**src/sio_pkg.sv**
```systemverilog
// Constants, register map and carrier types of the synchronous serial port.
// Assumes a 250 MHz system clock that also serves as the high-speed clock fc.
package sio_pkg;
  // ----------------------------------------------------------------------
  // Register map: word indices, byte address is four times the index
  // ----------------------------------------------------------------------
  localparam logic [7:0] BUF_IDX = 8'h2b;
  localparam logic [7:0] SPEED_IDX = 8'h30;
  localparam logic [7:0] CTRL_IDX = 8'h31;
  localparam logic [7:0] STAT_IDX = 8'h32;
  // Control field positions
  localparam int CTRL_START_BIT = 7;
  localparam int CTRL_STOP_BIT = 6;
  localparam int CTRL_MODE_LSB = 4;
  localparam int CTRL_DIR_BIT = 3;
  localparam int CTRL_SEL_LSB = 0;
  // Status field positions
  localparam int STAT_BUSY_BIT = 7;
  localparam int STAT_PART_BIT = 6;
  localparam int STAT_TXE_BIT = 5;
  localparam int STAT_RXF_BIT = 4;
  localparam int STAT_TX_UNDERRUN_FLAG_BIT = 3;
  localparam int STAT_RXERR_BIT = 2;
  // Speed register field positions
  localparam int SPEED_DIV_BIT = 0;
  localparam int SPEED_SLOW_BIT = 1;
  // Reset values
  localparam logic [7:0] CTRL_RESET = 8'h00;
  localparam logic [7:0] BUF_RESET = 8'h00;
  // Codes
  localparam logic [2:0] SEL_EXT = 3'h7;
  localparam logic [2:0] SEL_SLOWEST = 3'h0;
  localparam logic [1:0] MODE_TX = 2'h0;
  // ----------------------------------------------------------------------
  // Timing
  // ----------------------------------------------------------------------
  localparam longint CLK_HZ = 64'd250000000;
  localparam longint FS_HZ = 64'd32768;
  localparam int FS_DIV = int'(CLK_HZ / FS_HZ);
  localparam int SLOWEST_HALF = 2048;
  localparam int FS_HALF_MULT = 8;
  localparam int FAST_SHIFT = 8;
  // ----------------------------------------------------------------------
  // Carrier types
  // ----------------------------------------------------------------------
  typedef struct packed {
    logic start;
    logic [1:0] mode;
    logic lsb_first;
    logic [2:0] sel;
  } ctrl_t;
  typedef struct packed {
    logic busy;
    logic partial;
    logic tx_empty;
    logic tx_err;
  } stat_t;
endpackage

```
**src/sio_tx_port.sv**
```systemverilog
// Synchronous serial port: clock source, shift edges, bit order and the
// transmit path, reached by software over an AHB-Lite slave.
// Assumes one master, single word transfers, and an external pin buffer
// that resolves the clock pin from sck_out and sck_oe.
`timescale 1ns/1ps
module sio_tx_port #(
  parameter int FS_DIV = sio_pkg::FS_DIV
) (
  input wire logic ref_clk,
  input wire logic reset,
  input wire logic hsel,
  input wire logic [31:0] haddr,
  input wire logic [1:0] htrans,
  input wire logic hwrite,
  input wire logic [2:0] hsize,
  input wire logic [31:0] hwdata,
  input wire logic hready,
  output logic hreadyout,
  output logic hresp,
  output logic [31:0] hrdata,
  input wire logic sck_in,
  output logic sck_out,
  output logic sck_oe,
  output logic serial_out_pin,
  input wire logic serial_in_pin,
  output logic serial_irq
);
  // ----------------------------------------------------------------------
  // Bus slave
  // ----------------------------------------------------------------------
  logic [7:0] a_idx_r;
  logic a_wr_r;
  logic a_rd;
  logic a_go;
  logic [7:0] idx_nxt;
  sio_pkg::ctrl_t ctrl_r;
  sio_pkg::stat_t stat_r;
  logic div_src_r;
  logic low_speed_r;
  logic [7:0] tx_buf_r;
  logic [7:0] rx_buf_r;
  logic rx_full_r;

  // Word index from the byte address
  assign idx_nxt = haddr[9:2];
  assign a_go = hsel && hready && htrans[1];
  assign a_rd = a_go && !hwrite;
  // Zero wait states, always OKAY
  assign hreadyout = 1'b1;
  assign hresp = 1'b0;

  // Address phase capture; write strobe lives only in the data phase
  always_ff @(posedge ref_clk) begin
    if (reset) begin
      a_idx_r <= 8'h00;
      a_wr_r <= 1'b0;
    end else begin
      a_idx_r <= idx_nxt;
      a_wr_r <= a_go && hwrite;
    end
  end

  // Write decode, used by several processes
  function automatic logic wr_hit(input logic wr, input logic [7:0] idx,
                                  input logic [7:0] want);
    wr_hit = wr && (idx == want);
  endfunction

  logic wr_ctrl;
  logic wr_stat;
  logic wr_buf;
  logic force_stop;
  assign wr_ctrl = wr_hit(a_wr_r, a_idx_r, sio_pkg::CTRL_IDX);
  assign wr_stat = wr_hit(a_wr_r, a_idx_r, sio_pkg::STAT_IDX);
  assign wr_buf = wr_hit(a_wr_r, a_idx_r, sio_pkg::BUF_IDX);
  assign force_stop = wr_ctrl && hwdata[sio_pkg::CTRL_STOP_BIT];

  // Read data registered in the address phase; unmapped words read zero
  always_ff @(posedge ref_clk) begin
    if (reset) begin
      hrdata <= 32'h0;
    end else if (a_rd) begin
      case (idx_nxt)
        sio_pkg::CTRL_IDX: hrdata <= {24'h0, ctrl_r.start, 1'b0, ctrl_r.mode,
                                      ctrl_r.lsb_first, ctrl_r.sel};
        sio_pkg::STAT_IDX: hrdata <= {24'h0, stat_r.busy, stat_r.partial,
                                      stat_r.tx_empty, rx_full_r,
                                      stat_r.tx_err, 3'h0};
        sio_pkg::BUF_IDX: hrdata <= {24'h0, rx_buf_r};
        sio_pkg::SPEED_IDX: hrdata <= {30'h0, low_speed_r, div_src_r};
        default: hrdata <= 32'h0;
      endcase
    end
  end

  // Control and speed registers; stop bit is never stored
  always_ff @(posedge ref_clk) begin
    if (reset) begin
      ctrl_r <= sio_pkg::ctrl_t'(7'h00);
      div_src_r <= 1'b0;
      low_speed_r <= 1'b0;
    end else begin
      if (force_stop) begin
        ctrl_r.start <= 1'b0;
      end else if (wr_ctrl) begin
        ctrl_r.start <= hwdata[sio_pkg::CTRL_START_BIT];
        ctrl_r.mode <= hwdata[sio_pkg::CTRL_MODE_LSB +: 2];
        ctrl_r.lsb_first <= hwdata[sio_pkg::CTRL_DIR_BIT];
        ctrl_r.sel <= hwdata[sio_pkg::CTRL_SEL_LSB +: 3];
      end
      if (wr_hit(a_wr_r, a_idx_r, sio_pkg::SPEED_IDX)) begin
        div_src_r <= hwdata[sio_pkg::SPEED_DIV_BIT];
        low_speed_r <= hwdata[sio_pkg::SPEED_SLOW_BIT];
      end
    end
  end

  // ----------------------------------------------------------------------
  // Serial clock: external pin synchroniser and internal generator
  // ----------------------------------------------------------------------
  logic ext_mode;
  logic tx_mode;
  assign ext_mode = (ctrl_r.sel == sio_pkg::SEL_EXT);
  // Only mode 00B shifts data out
  assign tx_mode = (ctrl_r.mode == sio_pkg::MODE_TX);

  logic sck_m_r;
  logic sck_s_r;
  logic sck_d_r;
  // Pulse widths of 4/fc survive the two-stage sampling
  always_ff @(posedge ref_clk) begin
    if (reset) begin
      sck_m_r <= 1'b1;
      sck_s_r <= 1'b1;
      sck_d_r <= 1'b1;
    end else begin
      sck_m_r <= sck_in;
      sck_s_r <= sck_m_r;
      sck_d_r <= sck_s_r;
    end
  end

  // Half period in fc cycles for the selected internal rate
  function automatic logic [19:0] half_cycles(input logic [2:0] sel,
                                              input logic dv, input logic slow,
                                              input logic [19:0] fs_half);
    if (sel == sio_pkg::SEL_SLOWEST) begin
      half_cycles = (dv || slow) ? fs_half : 20'(sio_pkg::SLOWEST_HALF);
    end else begin
      half_cycles = 20'(1) << (4'(sio_pkg::FAST_SHIFT) - {1'b0, sel});
    end
  endfunction

  localparam logic [19:0] FS_HALF = 20'(FS_DIV * sio_pkg::FS_HALF_MULT);
  logic [19:0] half_len;
  logic [19:0] gen_cnt_r;
  logic gen_sck_r;
  logic gen_halt;
  logic gen_tick;
  logic [2:0] bit_cnt_r;
  logic byte_edge;
  assign half_len = half_cycles(ctrl_r.sel, div_src_r, low_speed_r, FS_HALF);
  // Next edge would start a byte: only allowed with data and start set
  assign byte_edge = (bit_cnt_r == 3'h0);
  // Halt while high at a byte boundary without data
  assign gen_halt = ext_mode || !tx_mode || stat_r.tx_err ||
                    (gen_sck_r && byte_edge &&
                     (stat_r.tx_empty || !ctrl_r.start));
  assign gen_tick = (gen_cnt_r == half_len - 20'h1);

  // Internal divider; held at zero while halted so the restart takes
  // half a serial period, well inside one full period
  always_ff @(posedge ref_clk) begin
    if (reset || force_stop) begin
      gen_cnt_r <= 20'h0;
      gen_sck_r <= 1'b1;
    end else if (gen_halt) begin
      gen_cnt_r <= 20'h0;
      gen_sck_r <= 1'b1;
    end else if (gen_tick) begin
      gen_cnt_r <= 20'h0;
      gen_sck_r <= !gen_sck_r;
    end else begin
      gen_cnt_r <= gen_cnt_r + 20'h1;
    end
  end

  // Pin drive only for internal codes
  always_ff @(posedge ref_clk) begin
    if (reset) begin
      sck_out <= 1'b1;
      sck_oe <= 1'b0;
    end else begin
      sck_out <= gen_sck_r;
      sck_oe <= !ext_mode;
    end
  end

  logic fall_ev;
  logic rise_ev;
  // Leading edge is the fall, trailing edge the rise
  assign fall_ev = ext_mode ? (sck_d_r && !sck_s_r)
                            : (gen_tick && !gen_halt && gen_sck_r);
  assign rise_ev = ext_mode ? (!sck_d_r && sck_s_r)
                            : (gen_tick && !gen_halt && !gen_sck_r);

  // ----------------------------------------------------------------------
  // Transmit shifter and status
  // ----------------------------------------------------------------------
  logic [7:0] shift_r;
  logic load_pend_r;
  logic irq_pend_r;
  logic buf_ok;
  // Writes only land while the buffer is empty
  assign buf_ok = wr_buf && stat_r.tx_empty;

  // Buffered byte
  always_ff @(posedge ref_clk) begin
    if (reset || force_stop) begin
      tx_buf_r <= sio_pkg::BUF_RESET;
    end else if (buf_ok) begin
      tx_buf_r <= hwdata[7:0];
    end
  end

  // Order-aware head bit of a byte
  function automatic logic head_bit(input logic [7:0] d, input logic lsb);
    head_bit = lsb ? d[0] : d[7];
  endfunction

  always_ff @(posedge ref_clk) begin
    if (reset || force_stop) begin
      shift_r <= 8'h0;
      bit_cnt_r <= 3'h0;
      serial_out_pin <= 1'b1;
    end else if (fall_ev && tx_mode) begin
      if (!byte_edge) begin
        shift_r <= ctrl_r.lsb_first ? {1'b0, shift_r[7:1]} : {shift_r[6:0], 1'b0};
        serial_out_pin <= ctrl_r.lsb_first ? shift_r[1] : shift_r[6];
        bit_cnt_r <= bit_cnt_r + 3'h1;
      end else if (ctrl_r.start && !stat_r.tx_empty && !stat_r.tx_err) begin
        // Load on the first fall of the byte
        shift_r <= tx_buf_r;
        serial_out_pin <= head_bit(tx_buf_r, ctrl_r.lsb_first);
        bit_cnt_r <= 3'h1;
      end else begin
        // Underrun or stop: line rests high
        serial_out_pin <= 1'b1;
      end
    end
  end

  logic loading;
  logic underrun;
  assign loading = fall_ev && tx_mode && byte_edge && ctrl_r.start &&
                   !stat_r.tx_empty && !stat_r.tx_err;
  // A standing error raises one request, not one on every later edge
  assign underrun = fall_ev && tx_mode && byte_edge && ctrl_r.start &&
                    stat_r.tx_empty && ext_mode && !stat_r.tx_err;

  // Status flags; hardware sets win over software clears other than the stop write
  always_ff @(posedge ref_clk) begin
    if (reset || force_stop) begin
      stat_r <= '{busy: 1'b0, partial: 1'b0, tx_empty: 1'b1, tx_err: 1'b0};
      load_pend_r <= 1'b0;
    end else begin
      // Busy on the first fall after start
      if (fall_ev && tx_mode && ctrl_r.start) begin
        stat_r.busy <= 1'b1;
      end else if (rise_ev && byte_edge && !ctrl_r.start) begin
        stat_r.busy <= 1'b0;
      end else if (!ctrl_r.start && byte_edge && gen_halt && !ext_mode) begin
        stat_r.busy <= 1'b0;
      end
      // High from fall one until fall eight clears it
      if (fall_ev && tx_mode) begin
        stat_r.partial <= loading || (!byte_edge && bit_cnt_r != 3'h7);
      end
      // Empty flag on the rise after the load
      if (loading) begin
        load_pend_r <= 1'b1;
      end else if (rise_ev && load_pend_r) begin
        load_pend_r <= 1'b0;
      end
      if (rise_ev && load_pend_r) begin
        stat_r.tx_empty <= 1'b1;
      end else if (buf_ok) begin
        stat_r.tx_empty <= 1'b0;
      end
      // Underrun sticky, cleared by writing zero
      if (underrun) begin
        stat_r.tx_err <= 1'b1;
      end else if (wr_stat && !hwdata[sio_pkg::STAT_TX_UNDERRUN_FLAG_BIT]) begin
        stat_r.tx_err <= 1'b0;
      end
    end
  end

  // Request pulse one fall after the empty flag or the error sets
  always_ff @(posedge ref_clk) begin
    if (reset || force_stop) begin
      irq_pend_r <= 1'b0;
      serial_irq <= 1'b0;
    end else begin
      serial_irq <= fall_ev && irq_pend_r;
      // Arm on flag set, fire on the next fall
      if ((rise_ev && load_pend_r) || underrun) begin
        irq_pend_r <= 1'b1;
      end else if (fall_ev) begin
        irq_pend_r <= 1'b0;
      end
    end
  end

  // ----------------------------------------------------------------------
  // Receive sampling on the trailing edge of the external clock (outside transmit-only mode)
  // ----------------------------------------------------------------------
  logic [7:0] rx_shift_r;
  logic si_m_r;
  logic si_s_r;
  logic [2:0] rx_cnt_r;
  // Data pin passes two flops like any outside level
  always_ff @(posedge ref_clk) begin
    if (reset) begin
      si_m_r <= 1'b1;
      si_s_r <= 1'b1;
    end else begin
      si_m_r <= serial_in_pin;
      si_s_r <= si_m_r;
    end
  end

  // Sample on the rise; transmit-only mode ignores the input
  always_ff @(posedge ref_clk) begin
    if (reset || force_stop) begin
      rx_shift_r <= 8'h0;
      rx_cnt_r <= 3'h0;
      rx_buf_r <= sio_pkg::BUF_RESET;
      rx_full_r <= 1'b0;
    end else if (rise_ev && !tx_mode && ctrl_r.start) begin
      rx_shift_r <= ctrl_r.lsb_first ? {si_s_r, rx_shift_r[7:1]}
                                     : {rx_shift_r[6:0], si_s_r};
      rx_cnt_r <= rx_cnt_r + 3'h1;
      if (rx_cnt_r == 3'h7) begin
        rx_buf_r <= ctrl_r.lsb_first ? {si_s_r, rx_shift_r[7:1]}
                                     : {rx_shift_r[6:0], si_s_r};
        rx_full_r <= 1'b1;
      end
    end else if (a_rd && idx_nxt == sio_pkg::BUF_IDX) begin
      rx_full_r <= 1'b0;
    end
  end
endmodule

```
**config.mk**
```make
export PLATFORM = sky130hd
export DESIGN_NAME = sio_tx_port
export DESIGN_NICKNAME = d
export VERILOG_FILES = /design/src/sio_pkg.sv /design/src/sio_tx_port.sv
export SDC_FILE = /design/constraint.sdc
export NUM_CORES = 1
export LEC_CHECK = 0
export BUFFER_PORTS_ARGS = -buffer_cell sky130_fd_sc_hd__buf_2
export CAP_MARGIN = 20
export CORE_MARGIN = 3
export CORE_UTILIZATION = 30
export CTS_BUF_LIST = sky130_fd_sc_hd__clkbuf_2 sky130_fd_sc_hd__clkbuf_4 sky130_fd_sc_hd__clkbuf_8
export CTS_CLUSTER_DIAMETER = 40
export CTS_CLUSTER_SIZE = 28
export DETAILED_ROUTE_END_ITERATION = 6
export SLEW_MARGIN = 5
export SYNTH_ARGS = -nofsm -noshare
export SYNTH_HDL_FRONTEND = slang
export SYNTH_SLANG_ARGS = --single-unit
```
**constraint.sdc**
```tcl
create_clock -name ref_clk -period 7.4 [get_ports ref_clk]
set_input_delay 1.48 -clock ref_clk [delete_from_list [all_inputs] [get_ports ref_clk]]
set_output_delay 1.48 -clock ref_clk [all_outputs]
set_load 0.1 [all_outputs]
```
Word-level counts from Yosys, hierarchy flattened
Index checks and enable logic that the tools add are counted.
Widths: inputs -> output; s select.
{"block": "totals", "register_bits": 125, "input_bits": 76, "elab_cells": 157}
{"block": "op_classes", "n_addsub": 5, "eq_ne": 14, "n_shift": 1, "mux": 27, "n_bitwise": 1, "reduce_logical": 76}
{"cell": "$eq 8x6->1 const B", "n": 8}
{"cell": "$logic_and 1x1->1", "n": 40}
{"cell": "$mux 8", "n": 4}
{"cell": "$pmux 8 s4", "n": 1}
{"cell": "$add 20x1->20 const B", "n": 1}
{"cell": "$eq 20x20->1", "n": 1}
{"cell": "$mux 20", "n": 1}
{"cell": "$shl 1x4->20 const A", "n": 1}
{"cell": "$sub 20x1->20 const B", "n": 1}
{"cell": "$mux 1", "n": 18}
{"cell": "$mux 16", "n": 1}
{"cell": "$logic_not 1->1", "n": 12}
{"cell": "$logic_or 1x1->1", "n": 8}
{"cell": "$reduce_and 2->1", "n": 4}
{"cell": "$reduce_bool 2->1", "n": 4}
{"cell": "$add 3x1->3 const B", "n": 2}
{"cell": "$eq 3x3->1 const B", "n": 2}
{"cell": "$logic_not 3->1", "n": 2}
{"cell": "$mux 3", "n": 2}
{"cell": "$reduce_or 2->1", "n": 3}
{"cell": "$ne 2x1->1 const B", "n": 2}
{"cell": "$sub 4x3->4 const A", "n": 1}
{"cell": "$ne 3x3->1 const B", "n": 1}
{"cell": "$reduce_bool 3->1", "n": 1}
{"cell": "3 further kinds", "n": 3}

Longest topological paths before layout
{"block": "depth", "depth_word": 17, "mapped_depth": 18}

Least setup slack after synthesis
OpenSTA, ideal clock, no wires.
{"block": "synth_path", "path_kind": "flip-flop to flip-flop", "startpoint": "register ctrl_r[0] (netlist bit)", "endpoint": "register irq_pend_r", "arrival_ns": 3.973, "required_ns": 7.280, "path_slack_ns": 3.307, "path_stages_with_launch": 19, "path_cell_list": "dfxtp_1 buf_2 buf_2 nor2_2 ha_1 buf_6 buf_2 nor2_1 nand2_1 ha_1 xnor2_1 a2111oi_0 o21ai_0 a2111oi_2 nand4_2 or4b_1 buf_2 and3_4 o31a_1"}
{"block": "synth_via", "elab_chain_cells": 16}
{"element": "from (decl)", "line": "sio_tx_port.sv:36", "rtl": "sio_pkg::ctrl_t ctrl_r;"}
{"element": "from (signal assigned)", "line": "sio_tx_port.sv:99", "rtl": "ctrl_r <= sio_pkg::ctrl_t'(7'h00);"}
{"element": "$sub 4x3->4 or $eq 3x3->1 (tied branches)", "line": "sio_tx_port.sv:150, sio_tx_port.sv:123"}
{"element": "$shl 1x4->20 or $logic_or 1x1->1 (tied branches)", "line": "sio_tx_port.sv:150, sio_tx_port.sv:166"}
{"element": "$mux 20 or $logic_or 1x1->1 (tied branches)", "line": "sio_tx_port.sv:147, sio_tx_port.sv:166"}
{"element": "$sub 20x1->20 or $logic_or 1x1->1 (tied branches)", "line": "sio_tx_port.sv:169, sio_tx_port.sv:166"}
{"element": "$eq 20x20->1 or $logic_not 1->1 (tied branches)", "line": "sio_tx_port.sv:169, sio_tx_port.sv:203, sio_tx_port.sv:205"}
{"element": "$logic_and 1x1->1", "line": "sio_tx_port.sv:203, sio_tx_port.sv:205"}
{"element": "$logic_and 1x1->1", "line": "sio_tx_port.sv:203", "rtl": ": (gen_tick && !gen_halt && gen_sck_r);"}
{"element": "$mux 1", "line": "sio_tx_port.sv:202", "rtl": "assign fall_ev = ext_mode ? (sck_d_r && !sck_s_r)"}
{"element": "$logic_and 1x1->1 (4 in series)", "line": "sio_tx_port.sv:258", "rtl": "assign underrun = fall_ev && tx_mode && byte_edge && ctrl_r.start &&"}
{"element": "$logic_and 1x1->1 (2 in series)", "line": "sio_tx_port.sv:259", "rtl": "stat_r.tx_empty && ext_mode && !stat_r.tx_err;"}
{"element": "$logic_or 1x1->1", "line": "sio_tx_port.sv:307", "rtl": "if ((rise_ev && load_pend_r) || underrun) begin"}
{"element": "$mux 1 or $reduce_bool 2->1 (tied branches)"}
{"element": "to (signal assigned)", "line": "sio_tx_port.sv:302", "rtl": "irq_pend_r <= 1'b0;"}
{"element": "to (signal assigned)", "line": "sio_tx_port.sv:308", "rtl": "irq_pend_r <= 1'b1;"}
{"element": "to (signal assigned)", "line": "sio_tx_port.sv:310", "rtl": "irq_pend_r <= 1'b0;"}
{"element": "to (decl)", "line": "sio_tx_port.sv:212", "rtl": "logic irq_pend_r;"}
Parallel ways exist; a longest one is shown, timed or not.
A chain may end at the register's enable or synchronous reset.

Worst setup path in the final report
{"block": "layout_path", "startpoint": "register ctrl_r[1] (netlist bit)", "endpoint": "register gen_cnt_r[10]"}
{"block": "layout_via", "elab_chain_cells": 6}
{"element": "$sub 4x3->4", "line": "sio_tx_port.sv:150", "rtl": "half_cycles = 20'(1) << (4'(sio_pkg::FAST_SHIFT) - {1'b0, sel});"}
{"element": "$shl 1x4->20", "line": "sio_tx_port.sv:150"}
{"element": "$mux 20", "line": "sio_tx_port.sv:147", "rtl": "if (sel == sio_pkg::SEL_SLOWEST) begin"}
{"element": "$sub 20x1->20", "line": "sio_tx_port.sv:169", "rtl": "assign gen_tick = (gen_cnt_r == half_len - 20'h1);"}
{"element": "$eq 20x20->1", "line": "sio_tx_port.sv:169"}
{"element": "$reduce_or 3->1 (no line) *"}
{"element": "to (signal assigned)", "line": "sio_tx_port.sv:184", "rtl": "gen_cnt_r <= gen_cnt_r + 20'h1;"}
{"element": "to (decl)", "line": "sio_tx_port.sv:156", "rtl": "logic [19:0] gen_cnt_r;"}
Every way passes the cells marked *; elsewhere a longest branch is shown, timed or not.

==> impl_results.md <==
- Number of buffers between clock root and the deepest sink: 2
- XOR/XNOR Fraction of Synth Area: 0.0588
- CTS clock-pin slew for the worst setup and hold paths: 0.11 ns
- Drt total wl: roughly 12 mm
- Worst-skew pair later-pin latency: 0.39 ns
- CTS Root Cell: sky130_fd_sc_hd__clkbuf_8
- Total non-filler cell area in the finished layout: 5880 um2
- Critical Path Fanout Max: 26
- Synth Area in Adders: 0.0276
- Number of diodes added for antenna fixing: 0
- Die height: 141 um
- Final setup viols: 0
- Result of the run: complete, no violations
- Worst hold path startpoint: si_m_r
- Count of cell types in the netlist: 79
- Inserted Clock Buffers: 9
- Slack of the worst reg-to-reg path: approximately 2.1 ns
- Number of buffers inserted for hold repair after clock tree synthesis: 0
- Critical Path, Cell by Cell: nor2_2, ha_1, nor2_1, nand2_1, ha_1, xnor2_1, a2111oi_0, o21ai_0, a2111oi_2, nand4_2, nor4_1, nand3b_1, nor2_1
- Hold Fails Final Rpt: 0
- Startpoint-to-endpoint class of the critical path: reg -> reg
- Max-Cap Viols: 0
- Synthesized area divided by synthesized cell count: between 8 and 9 um2
- Critical path capture point type: register
- Setup repair after global routing missed its margin: false
- Number of global-route vias before repair: 3995
- Final period util: 0.714
- Antenna violations before repair: 1
- Mapped cell area: 5440 um2
- Data arrival at the endpoint of the critical path: approximately 5.5 ns
- Hold crit path type: reg -> reg
- Top Family by Delay on Critical Path: simple AND/OR/NAND/NOR gates
- Setup fix buffers added after clock tree synthesis: 0
- Via-to-Cell Ratio: around 5.0
- Combinational family with the most area after synthesis: simple AND/OR/NAND/NOR gates
- Number of optimization iterations in the first detailed-route pass: 4
- Number of enable-type register cells in the synthesized netlist: 0
- Routability congestion estimate: between 0.8 and 0.9
- Fraction of the mapped netlist area in compound gates: 0.142
- Max-Slew Margin vs Limit: 0.309
- Post-layout minimum cycle time: between 5 and 6 ns
- Prevailing post-synth register cell: sky130_fd_sc_hd__dfxtp_1
- Final Max Slew Viols: 0
- Max stage delay on crit path: 1.00 ns
- Antenna-violating nets left: 0
- Boundary pin count: roughly 110
- Critical R2R Launch: ctrl_r[1]
- Net count of the finished layout: 719
- Cell row count: 48
- Count of vias placed by the detailed router: 4267
- Hpwl dp: ~8.7 mm
- Destination of the worst hold path: si_s_r
- Residual DRC: 0
- Worst Reg2Reg Path Length in Cells: 13
- Resized Gates After CTS: 0
- Total negative slack: 0 ns
- Required time of the critical path: 7.64 ns
- Standard cell area after detailed placement: roughly 5700 um2
- Slew at the pin with the worst max-slew slack: around 1.0 ns
- Starting density of the core: 0.310
- Filler Cells Inserted: between 1500 and 2000
- Fraction of the yosys area taken by sequential cells: 0.371
- Global-route wire length before repair: 20.0 mm
- Footprint of the flip-flops and latches: 2020 um2
- Post-synthesis register bit count: around 100
- Total clock sinks: 101
- Number of warnings reported in the yosys synthesis log: 0
- PnR worst setup slack: roughly 2.1 ns
- H-tree levels: 3
- Clock tree from TritonCTS: done
- LEAKAGE: around 2.2 nW
- Worst slack at placement: ~2.2 ns
- Die Footprint: 19800 um2
- Max Clock Skew: roughly 0.020 ns
- Area of combinational cells with multiple inputs: between 3000 and 4000 um2
- Highest-delay cell along the critical path: sky130_fd_sc_hd__dfxtp_1
- Worst-case vdd ir drop: ~0.12 mV
- Post-synthesis async set-or-reset flop share: 0
- Crit path buffers/inverters: 0
- Crit path launch type: register
- Cell Pwr Density: approximately 170 nW/um2
- Share of final-layout standard cells stronger than drive strength 1: 0.126
- Horiz. Die Dim: 141 um
- Floorplan Core Area: roughly 18000 um2
- Cells on Worst Hold Path: 1
- Overflow left after global routing: 0
- Synthesis-to-finish area growth: 8.00%
- Share of cell area taken by muxes after synthesis: 0.0832
- Largest net degree at the start of global routing: 35
- Instance count of the mapped netlist: about 620
- Quantity of I/O buffers inserted on ports: 35
- Number of violations reported at the end of detailed-routing iteration 0: 219
- Routed WL per cell: 14.0 um
- Destination of the worst register-to-register timing path: gen_cnt_r[10]
- F_max: ~190 MHz
- Area fraction in and, or, nand and nor cells after synthesis: 0.240
- Global router's overall resource usage: 0.124
## where the power goes
part	total [W]	switching [W]	leakage [nW]	internal [W]
Sequential	0.000550	0.00000223	0.817	0.000548
Clock	0.000359	0.000217	0.105	0.000142
Combinational	0.0000916	0.0000799	1.24	0.0000117
Total	0.00100	0.000300	2.16	0.000701
## worst max-delay path by stage
stage / startpoint / end / slack (ns) / cells past startpoint
floorplan: ctrl_r[0] / irq_pend_r / 3.31 / 18
global placement: ctrl_r[1] / gen_cnt_r[7] / 2.24 / 13
detailed placement: ctrl_r[1] / gen_cnt_r[2] / 2.20 / 13
CTS: ctrl_r[1] / gen_cnt_r[4] / 2.17 / 13
global route: ctrl_r[1] / gen_cnt_r[10] / 1.64 / 13
finish: ctrl_r[1] / gen_cnt_r[10] / 2.11 / 13
## registers in the layout, summed over array words and instances, names as in the netlist, 3 cells and up
signal and flops:
bit_cnt_r 3, hrdata 8, rx_buf_r 8, gen_cnt_r 20, a_idx_r 8, rx_shift_r 8, rx_cnt_r 3, stat_r 4
shift_r 8, tx_buf_r 8, ctrl_r 7
## area by class of cell
class | instances | share of cell area
timing repair buffer | 39 | 0.0383
clock inverter | 6 | 0.0109
multi-input combinational | 469 | 0.529
inverter | 11 | 0.00702
tap | 225 | 0.0479
clock buffer | 10 | 0.0234
sequential | 101 | 0.344
## placed cells by master, fill, tap and decap left out, types with 10 or more instances in the layout
| cell | n |
|---|---|
| sky130_fd_sc_hd__a211oi_1 | 21 |
| sky130_fd_sc_hd__a21oi_1 | 16 |
| sky130_fd_sc_hd__buf_2 | 35 |
| sky130_fd_sc_hd__clkbuf_8 | 10 |
| sky130_fd_sc_hd__conb_1 | 26 |
| sky130_fd_sc_hd__dfxtp_1 | 101 |
| sky130_fd_sc_hd__ha_1 | 12 |
| sky130_fd_sc_hd__inv_1 | 10 |
| sky130_fd_sc_hd__mux2i_1 | 43 |
| sky130_fd_sc_hd__nand2_1 | 41 |
| sky130_fd_sc_hd__nand3_1 | 19 |
| sky130_fd_sc_hd__nor2_1 | 88 |
| sky130_fd_sc_hd__nor2b_1 | 12 |
| sky130_fd_sc_hd__nor3_1 | 13 |
| sky130_fd_sc_hd__o21ai_0 | 10 |
| sky130_fd_sc_hd__xnor2_1 | 15 |
| sky130_fd_sc_hd__xor2_1 | 19 |
## synth_stat cells (4+ instances only)
master,n,area [um2]
sky130_fd_sc_hd__and3_1,7,43.8
sky130_fd_sc_hd__o21a_1,5,37.5
sky130_fd_sc_hd__or2_2,8,50.1
sky130_fd_sc_hd__dfxtp_1,101,2020
sky130_fd_sc_hd__nand3b_1,8,60.1
sky130_fd_sc_hd__o21ai_0,10,50.1
sky130_fd_sc_hd__buf_2,8,40.0
sky130_fd_sc_hd__nor3_1,13,65.1
sky130_fd_sc_hd__xnor2_1,15,131
sky130_fd_sc_hd__nor3b_1,7,52.6
sky130_fd_sc_hd__mux2i_1,43,430
sky130_fd_sc_hd__inv_1,10,37.5
sky130_fd_sc_hd__or3_1,4,25.0
sky130_fd_sc_hd__a21oi_1,17,85.1
sky130_fd_sc_hd__nor2_1,88,330
sky130_fd_sc_hd__nor2b_1,12,75.1
sky130_fd_sc_hd__clkbuf_1,21,78.8
sky130_fd_sc_hd__xor2_1,19,166
sky130_fd_sc_hd__a222oi_1,4,40.0
sky130_fd_sc_hd__a211oi_1,21,158
sky130_fd_sc_hd__nand2_1,41,154
sky130_fd_sc_hd__nand4b_1,4,35.0
sky130_fd_sc_hd__nand3_1,19,95.1
sky130_fd_sc_hd__nand2b_1,4,25.0
sky130_fd_sc_hd__and2_1,4,25.0
sky130_fd_sc_hd__o211ai_1,6,45.0
sky130_fd_sc_hd__buf_4,27,203
sky130_fd_sc_hd__a31oi_1,5,31.3
sky130_fd_sc_hd__ha_1,12,150
sky130_fd_sc_hd__a221oi_1,4,35.0
## routing by layer
metal / share of wire / global-route usage / vias to the layer above
met3: 0.054 / 0.0339 / 14
met1: 0.49 / 0.174 / 1969
met5: 0.00058 / 0 / -
met4: 0.014 / 0.0352 / 2
li1: - / - / 2174
met2: 0.44 / 0.185 / 108
## logic make-up after synthesis
| family | count (synthesis) |
|---|---|
| compound gates | 104 |
| xor+xnor | 35 |
| fa+ha+maj | 12 |
| buf+inv | 73 |
| flops | 101 |
| mux | 45 |
| other cells | 2 |
| simple gates | 247 |
## stage by stage
stage	hold WS (ns)	power, W	instances	util
after floorplan	0.389	0.000649	643	-
after global routing	0.457	0.00104	861	0.335
final	0.442	0.00100	861	0.335
after global placement	0.418	0.000652	844	0.322
after detailed placement	0.420	0.000652	844	0.322
after CTS	0.448	0.00101	860	0.334
Power figures use the tool's default switching activity.
